## src/rtl/xstack_pkg.sv

```systemverilog
package xstack_pkg;

  // data space and pointer geometry
  localparam int unsigned ADDR_W       = 12;
  localparam int unsigned DATA_W       = 8;
  localparam int unsigned PC_W         = 21;
  localparam int unsigned INSTR_W      = 16;

  // opcode high bytes, second-word nibble and call word of the extension
  localparam logic [7:0] OP_ADD_PTR    = 8'he8;
  localparam logic [7:0] OP_SUB_PTR    = 8'he9;
  localparam logic [7:0] OP_PUSH_LIT   = 8'hea;
  localparam logic [7:0] OP_MOVE_IDX   = 8'heb;
  localparam logic [3:0] OP_SECOND_WD  = 4'hf;
  localparam logic [15:0] OP_CALL_W    = 16'h0014;

  // pointer selects that name the frame pointer, with and without a return
  localparam logic [1:0] SEL_FRAME_RET = 2'h3;
  localparam logic [1:0] SEL_FRAME     = 2'h2;

  // access-bank offset window for indexed literal offset mode
  localparam logic [7:0] IDX_LIMIT     = 8'h5f;

  // indirect addressing register window (phantom registers)
  localparam logic [ADDR_W-1:0] INDF_LO = 12'hfdf;
  localparam logic [ADDR_W-1:0] INDF_HI = 12'hfef;
  localparam logic [ADDR_W-1:0] INDF_MASK_A = 12'hfef;
  localparam logic [ADDR_W-1:0] INDF_MASK_B = 12'hfdf;
  localparam logic [ADDR_W-1:0] INDF_MASK_C = 12'hfe7;

  // access bank split: low half at 000h, high half at f80h
  localparam logic [3:0] ACC_HIGH_BANK = 4'hf;

  // reset values
  localparam logic [ADDR_W-1:0] PTR_RST = 12'h000;
  localparam logic [PC_W-1:0]   PC_RST  = 21'h000000;

  // sequencer states
  typedef enum logic [1:0] {
    ST_IDLE    = 2'b00,
    ST_MOVE2   = 2'b01,
    ST_NOP2    = 2'b10
  } seq_t;

endpackage

```

## src/rtl/extended_stack_instr_exec.sv

```systemverilog
`timescale 1ns/1ns
`default_nettype none

// Overview of operation
// - extension active only with enable bit
// - enable also switches on indexed offsets
// - disabled: access bank or banked literal
// - enabled, a=0, f<=5Fh: frame offset
// - frame pointer zero gives legacy addresses
// - destination select keeps usual meaning
// - indexed-to-file source is pointer plus offset
// - indexed-to-file destination from second word
// - addresses span whole 4096-byte space
// - pc and return-top destinations undefined
// - indirect register source reads 00h
// - indexed-to-indexed both addresses pointer-relative
// - indexed-to-indexed decode from both words
// - indirect destination makes no-operation
// - push literal is one word, one cycle
// - push writes at pointer, then decrements
// - subtract literal from pointer, no flags
// - select 11 means subtract and return
// - subtract and return loads pc from top
// - subtract and return second cycle idle
// - add literal, select 11 adds and returns
// - call via working register, second cycle idle
module extended_stack_instr_exec (
  input  wire logic        sys_clk,         // core clock
  input  wire logic        rst,             // async reset, active high
  input  wire logic        cycle_en,        // one pulse per instruction cycle
  input  wire logic        ext_enable,      // extended_set_enable_bit strap
  input  wire logic [15:0] instr_word,      // fetched instruction word
  input  wire logic        std_byte_op,     // core: word is byte/bit-oriented
  input  wire logic [7:0]  working_reg,     // working_register contents
  input  wire logic [3:0]  bank_select,     // bank_select_register
  input  wire logic [7:0]  pc_latch_high,   // latch for pc high byte
  input  wire logic [4:0]  pc_latch_upper,  // latch for pc upper byte
  input  wire logic [20:0] return_stack_top,// return_stack_top value
  input  wire logic [20:0] pc_current,      // address of current word
  input  wire logic [7:0]  mem_rdata,       // data memory read value
  output logic [11:0]      mem_addr,        // data memory address
  output logic             mem_rd,          // read strobe
  output logic             mem_wr,          // write strobe
  output logic [7:0]       mem_wdata,       // write data
  output logic [11:0]      std_addr,        // resolved address, standard ops
  output logic             std_dest_w,      // byte op result to working reg
  output logic [11:0]      ptr0,            // file_select_pointer 0
  output logic [11:0]      ptr1,            // file_select_pointer 1
  output logic [11:0]      frame_pointer,   // file_select_pointer 2
  output logic             pc_load,         // load pc this cycle
  output logic [20:0]      pc_value,        // value to load
  output logic             stack_push,      // push return address
  output logic [20:0]      stack_push_val,  // pushed return address
  output logic             ext_busy         // second cycle of an ext op
);

  ////////////////////////////////////////////////////////////////////////////
  // state record

  typedef struct packed {
    logic [1:0]  ext_sync;   // enable bit synchroniser
    logic [11:0] ptr0_r;     // pointer 0
    logic [11:0] ptr1_r;     // pointer 1
    logic [11:0] fp_r;       // frame pointer
    xstack_pkg::seq_t seq_r; // two-cycle sequencer
    logic [7:0]  hold_r;     // byte read during move first cycle
    logic        is_ss_r;    // second cycle belongs to indexed-to-indexed
  } state_t;

  state_t cur_r;   // registered state
  state_t cur_nxt; // next state

  ////////////////////////////////////////////////////////////////////////////
  // helpers

  // true for the indirect addressing registers, which have no storage
  function automatic logic is_indirect(input logic [11:0] a);
    is_indirect = ((a & xstack_pkg::INDF_MASK_C) == xstack_pkg::INDF_MASK_C &
                   (a[3:0] == 4'hf)) |
                  (a == xstack_pkg::INDF_LO) | (a == xstack_pkg::INDF_HI) |
                  (a == 12'hfe7) | (a == 12'hfff) | (a == 12'hfdf) |
                  (a == 12'hfef) | (a == 12'hfe7);
  endfunction

  logic       ext_on;     // synchronised enable
  logic [7:0] op_hi;      // opcode high byte
  logic [1:0] sel;        // pointer select field
  logic [5:0] lit6;       // 6-bit literal
  logic [11:0] src_idx;   // pointer-relative source address
  logic [11:0] dst_idx;   // pointer-relative destination address

  assign ext_on = cur_r.ext_sync[1];
  assign op_hi  = instr_word[15:8];
  assign sel    = instr_word[7:6];
  assign lit6   = instr_word[5:0];
  assign src_idx = cur_r.fp_r + {5'h00, instr_word[6:0]};
  assign dst_idx = cur_r.fp_r + {5'h00, instr_word[6:0]};

  ////////////////////////////////////////////////////////////////////////////
  // standard operand address resolution

  // byte/bit ops: f in [7:0], a in [8], d in [9]
  always_comb begin
    // d keeps its meaning in both modes
    std_dest_w = std_byte_op & ~instr_word[9];
    if (instr_word[8]) begin
      std_addr = {bank_select, instr_word[7:0]};
    end else if (ext_on && instr_word[7:0] <= xstack_pkg::IDX_LIMIT) begin
      // frame-relative offset, identical map with fp zero
      std_addr = cur_r.fp_r + {4'h0, instr_word[7:0]};
    end else if (instr_word[7]) begin
      std_addr = {xstack_pkg::ACC_HIGH_BANK, instr_word[7:0]};
    end else begin
      std_addr = {4'h0, instr_word[7:0]};
    end
  end

  ////////////////////////////////////////////////////////////////////////////
  // decode and execute

  always_comb begin
    cur_nxt        = cur_r;
    mem_addr       = 12'h000;
    mem_rd         = 1'b0;
    mem_wr         = 1'b0;
    mem_wdata      = 8'h00;
    pc_load        = 1'b0;
    pc_value       = return_stack_top;
    stack_push     = 1'b0;
    stack_push_val = pc_current + 21'h000002;
    // strap sampled through two flops, first flop read by second only
    cur_nxt.ext_sync = {cur_r.ext_sync[0], ext_enable};
    if (cycle_en) begin
      unique case (cur_r.seq_r)
        xstack_pkg::ST_IDLE: begin
          if (ext_on) begin
            if (op_hi == xstack_pkg::OP_ADD_PTR || op_hi == xstack_pkg::OP_SUB_PTR) begin
              // pointer arithmetic, one cycle except select 11 which idles a second, no flags touched
              if (op_hi == xstack_pkg::OP_ADD_PTR) begin
                unique case (sel)
                  2'h0: cur_nxt.ptr0_r = cur_r.ptr0_r + {6'h00, lit6};
                  2'h1: cur_nxt.ptr1_r = cur_r.ptr1_r + {6'h00, lit6};
                  default: cur_nxt.fp_r = cur_r.fp_r + {6'h00, lit6};
                endcase
              end else begin
                unique case (sel)
                  2'h0: cur_nxt.ptr0_r = cur_r.ptr0_r - {6'h00, lit6};
                  2'h1: cur_nxt.ptr1_r = cur_r.ptr1_r - {6'h00, lit6};
                  default: cur_nxt.fp_r = cur_r.fp_r - {6'h00, lit6};
                endcase
              end
              // select 11 returns through stack top
              if (sel == xstack_pkg::SEL_FRAME_RET) begin
                pc_load       = 1'b1;
                cur_nxt.seq_r = xstack_pkg::ST_NOP2;
              end
            end else if (op_hi == xstack_pkg::OP_PUSH_LIT) begin
              // write literal at pointer then decrement
              mem_addr   = cur_r.fp_r;
              mem_wr     = 1'b1;
              mem_wdata  = instr_word[7:0];
              cur_nxt.fp_r = cur_r.fp_r - 12'h001;
            end else if (op_hi == xstack_pkg::OP_MOVE_IDX) begin
              mem_addr = src_idx;
              mem_rd   = ~is_indirect(src_idx);
              cur_nxt.hold_r  = is_indirect(src_idx) ? 8'h00 : mem_rdata;
              // bit 7 picks indexed destination form
              cur_nxt.is_ss_r = instr_word[7];
              cur_nxt.seq_r   = xstack_pkg::ST_MOVE2;
            end else if (instr_word == xstack_pkg::OP_CALL_W) begin
              // push return, jump via working register and latches
              stack_push    = 1'b1;
              pc_load       = 1'b1;
              pc_value      = {pc_latch_upper, pc_latch_high, working_reg};
              cur_nxt.seq_r = xstack_pkg::ST_NOP2;
            end
          end
        end
        xstack_pkg::ST_MOVE2: begin
          if (instr_word[15:12] == xstack_pkg::OP_SECOND_WD) begin
            if (cur_r.is_ss_r) begin
              mem_addr = dst_idx;
              mem_wr   = ~is_indirect(dst_idx);
            end else begin
              // pc and return-top targets left unguarded, cheaper
              mem_addr = instr_word[11:0];
              mem_wr   = 1'b1;
            end
            mem_wdata = cur_r.hold_r;
          end
          cur_nxt.seq_r = xstack_pkg::ST_IDLE;
        end
        xstack_pkg::ST_NOP2: begin
          // idle second cycle while new target fetched
          cur_nxt.seq_r = xstack_pkg::ST_IDLE;
        end
        default: cur_nxt.seq_r = xstack_pkg::ST_IDLE;
      endcase
    end
  end

  ////////////////////////////////////////////////////////////////////////////
  // state register

  always_ff @(posedge sys_clk or posedge rst) begin
    if (rst) begin
      cur_r.ext_sync <= 2'b00;
      cur_r.ptr0_r   <= xstack_pkg::PTR_RST;
      cur_r.ptr1_r   <= xstack_pkg::PTR_RST;
      cur_r.fp_r     <= xstack_pkg::PTR_RST;
      cur_r.seq_r    <= xstack_pkg::ST_IDLE;
      cur_r.hold_r   <= 8'h00;
      cur_r.is_ss_r  <= 1'b0;
    end else begin
      cur_r <= cur_nxt;
    end
  end

  assign ptr0          = cur_r.ptr0_r;
  assign ptr1          = cur_r.ptr1_r;
  assign frame_pointer = cur_r.fp_r;
  assign ext_busy      = (cur_r.seq_r != xstack_pkg::ST_IDLE);
endmodule

`default_nettype wire

```

## config.mk

```make
export PLATFORM = sky130hd
export DESIGN_NAME = extended_stack_instr_exec
export DESIGN_NICKNAME = d
export VERILOG_FILES = /design/src/rtl/xstack_pkg.sv /design/src/rtl/extended_stack_instr_exec.sv
export SDC_FILE = /design/constraint.sdc
export NUM_CORES = 1
export LEC_CHECK = 0
export BUFFER_PORTS_ARGS = -buffer_cell sky130_fd_sc_hd__buf_2
export CORE_UTILIZATION = 47
export CTS_CLUSTER_DIAMETER = 200
export DETAILED_ROUTE_END_ITERATION = 10
export PLACE_DENSITY = 0.79
export REMOVE_ABC_BUFFERS = 1
export SYNTH_ARGS = -nofsm -noshare
export SYNTH_HDL_FRONTEND = slang
export SYNTH_SLANG_ARGS = --single-unit
export TNS_END_PERCENT = 10
```

## constraint.sdc

```tcl
create_clock -name sys_clk -period 3.3 [get_ports sys_clk]
set_clock_uncertainty 0.1 [all_clocks]
set_input_delay 0.66 -clock sys_clk [delete_from_list [all_inputs] [get_ports sys_clk]]
set_output_delay 0.66 -clock sys_clk [all_outputs]
set_load 0.02 [all_outputs]
```

==> reports/qor.yml <==
power:
  p_int_mw: 1.44
  comb_power_share: 0.472
  leakage_nw: 4.26
  ir_worst_vdd_mv: 0.196
  sequentialPowerShare: 0.289
  p_switching_mw: 0.860
  clock_power_share: 0.239
  power_density_mw_per_mm2: 269
  swShare: 0.373
worst_setup_path:
  arrival_ns: 2.83
  rr_worst_depth: 9
  path_cells: "ha_4 > fa_2 > a211o_1 > a21boi_2 > and3_1 > o31ai_2 > a2111oi_4 > a31oi_1 > buf_2"
  cp-start-kind: "flip-flop"
  crit_path_end_kind: "output pin"
  slowest_stage: "dfrtp_1"
  critPathBufInv: 1
  rr_startpoint: "frame_pointer[0]"
  r2r_slack_ns: 0.58
  cp_top_family: "compound AO/OA/AOI/OAI gates"
  critPathMaxFanout: 4
  worstPathRequired_ns: 2.54
  slowest_delay_ns: 0.44
  crit_type: "reg -> out"
  timing.rr.end: "cur_r[2]"
die:
  rows: 40
  io_pins: 212
  start_util: 0.487
  die_w_microns: 114
  die-area_sq_mm: 0.0131
  dieHeight_microns: 114
  fp.coreArea_sq_mm: 0.0122
grt:
  grt_antenna_before_repair: 0
  grt_pass1_vias: 6541
  grt_first_pass_wirelength_microns: 32400
  gr-usage-all-layers: 0.318
  grt_start_max_net_pins: 50
  grt_overflow: 0
clock_network:
  clkLatencyLatePin_ns: 0.30
  cts.path.max_buffers: 2
  cts.reportedPaths.clkPinSlew_ns: 0.08
  cts_buffers: 5
  postCtsHoldBufs: 0
  cts_root_buffer: "clkbuf_16"
  htreeDepth: 2
  cts_tree: "built"
  cts_sinks: 49
detailed_routing:
  via_per_inst: 5.71
  detail-route-antenna-nets: 0
  drtIter0Drc: 622
  wl_per_cell_microns: 17.7
  drc: 0
  vias: 6969
  routed_wl_microns: 21700
  dr.pass1.iters: 6
hold_path:
  min_path_type: "reg -> reg"
  min_from: "cur_nxt[48]"
  holdPathStages: 0
  hold_path_end: "cur_r[48]"
timing:
  slew_headroom: 0.295
  final_hold_viol_count: 0
  post-route-min-period_ns: 3.59
  slew_viol_final: 0
  setup_ws_ns: -0.294
  tns_ns: -2.94
  fmax_ghz: 0.278
  rsz0062_at_grt: "true"
  post-route-period-util: 1.09
  setup_viol: 23
  tightest_slew_ns: 1.06
outcome:
  violations: "negative setup slack"
  status: "finished with violations"
synthesis:
  yosysMostFrequentCell: "nand2_1"
  synth-seq-area-share: 0.207
  synth_cells: 743
  async_flop_share: 1.00
  yosysTopAreaCellShare: 0.207
  syn-cell-area_sq_mm: 0.00592
  yosys_warnings: 0
  synth_common_cells: "nand2_1, o21ai_0, nor2_1"
  ys_top_cells_by_area: "dfrtp_1, ha_1, mux2_2, nand2_1, xnor2_1"
  synth_edf_count: 0
  ys.flop_type: "dfrtp_1"
  yosysUniqueCellTypes: 66
  avgSynthCellArea_sq_um: 7.97
  synth_largest_area_cell: "dfrtp_1"
  ys_ff_latch: 49
placed_design:
  place.gp.congestion: 0.971
  place_ws_ns: -0.709
  port_buffers: 209
  placedCellCount: 1206
  dp.final_hpwl_microns: 17000
layout:
  layout.nets: 1195
  n_antenna_cell: 0
  drive_gt1_frac: 0.455
  nFillCells: 951
  fin_cells: 1221
  syn2layout_area_growth_pct: 44.5
job:
  maxCapViolCount: 0
-- cell usage in the layout (no fill, tap or decap), types with 9 or more instances in the layout --
cell	n
a21oi_1	22
xor2_1	22
nand2_1	91
a22oi_1	12
buf_2	197
nand4_1	9
buf_4	165
and3_1	9
mux2_2	29
a21o_1	17
nor2b_1	9
nand3_1	21
nor2_1	52
inv_1	15
nor3_1	16
o21ai_0	48
xnor2_1	32
ha_1	37
dfrtp_1	48
-- routing by layer --
layer,track usage,vias to the layer above,routed length [microns]
li1,-,3306,-
met1,0.406,3266,8890
met2,0.561,347,10500
met3,0.0355,50,1570
met4,0.100,0,648
met5,0,-,0
-- per-stage QoR --
step | power [mW] | instance area (sq um) | hold slack, ns | util
finish | 2.30 | 8550 | 0.263 | 0.703
global route | 2.42 | 8550 | 0.271 | 0.703
CTS | 2.26 | 8370 | 0.267 | 0.689
detailed placement | 1.65 | 7960 | 0.248 | 0.655
global placement | 1.63 | 7960 | 0.245 | 0.655
floorplan | 1.19 | 5490 | 0.231 | -
-- power groups by stage --
stage	Sequential, mW	Clock, mW	Combinational, mW
2_1_floorplan	0.691	0	0.499
3_3_place_gp	0.671	0	0.957
3_5_place_dp	0.672	0	0.974
4_1_cts	0.663	0.562	1.04
5_1_grt	0.669	0.577	1.17
6_report	0.665	0.550	1.09
-- worst max-delay path by stage --
stage | endpoint | start | cells after the start
final | mem_wr | frame_pointer[0] | 9
after floorplan | ptr0[10] | instr_word[10] | 10
after global placement | mem_wr | instr_word[0] | 10
after CTS | mem_wr | frame_pointer[0] | 10
after detailed placement | mem_wr | instr_word[0] | 10
after global routing | mem_addr[6] | frame_pointer[0] | 9
-- cell families after synthesis --
kind of cell    count (synthesis)  synth area share
xor+xnor                       57            0.0843
simple gates                  268             0.225
flops                          49             0.207
fa+ha+maj                      47             0.104
compound gates                193             0.220
mux                            40            0.0746
buf+inv                        89            0.0843
-- cell type report --
class / instances / area, sq um / area share
Clock buffer: 5 / 125 / 0.0146
Clock inverter: 3 / 28.8 / 0.00336
Inverter: 18 / 67.6 / 0.00790
Multi-Input combinational cell: 605 / 4520 / 0.528
Sequential cell: 49 / 1230 / 0.143
Tap cell: 168 / 210 / 0.0246
Timing Repair Buffer: 373 / 2380 / 0.278
-- flip-flops by register name (all words and copies together), names as in the netlist --
register       cells
cur_nxt            1
cur_r             12
frame_pointer     12
ptr1              12
ptr0              12
-- timing repair --
item | 4_1_cts | 5_1_grt
setup buffers | 3 | 4
setup endpoints to repair | 48 | 56
resized for setup | 57 | 40
pin swaps | 20 | 27
-- worst reg2reg max path: stages, from the launching register on --
cell,delay [ns]
dfrtp_1,0.44
ha_4,0.19
fa_2,0.37
a211o_1,0.33
a21boi_2,0.16
and3_1,0.18
o31ai_2,0.08
a2111oi_4,0.43
buf_4,0.21
o21ai_0,0.09
No activity file was read; power rests on OpenSTA's default activity.
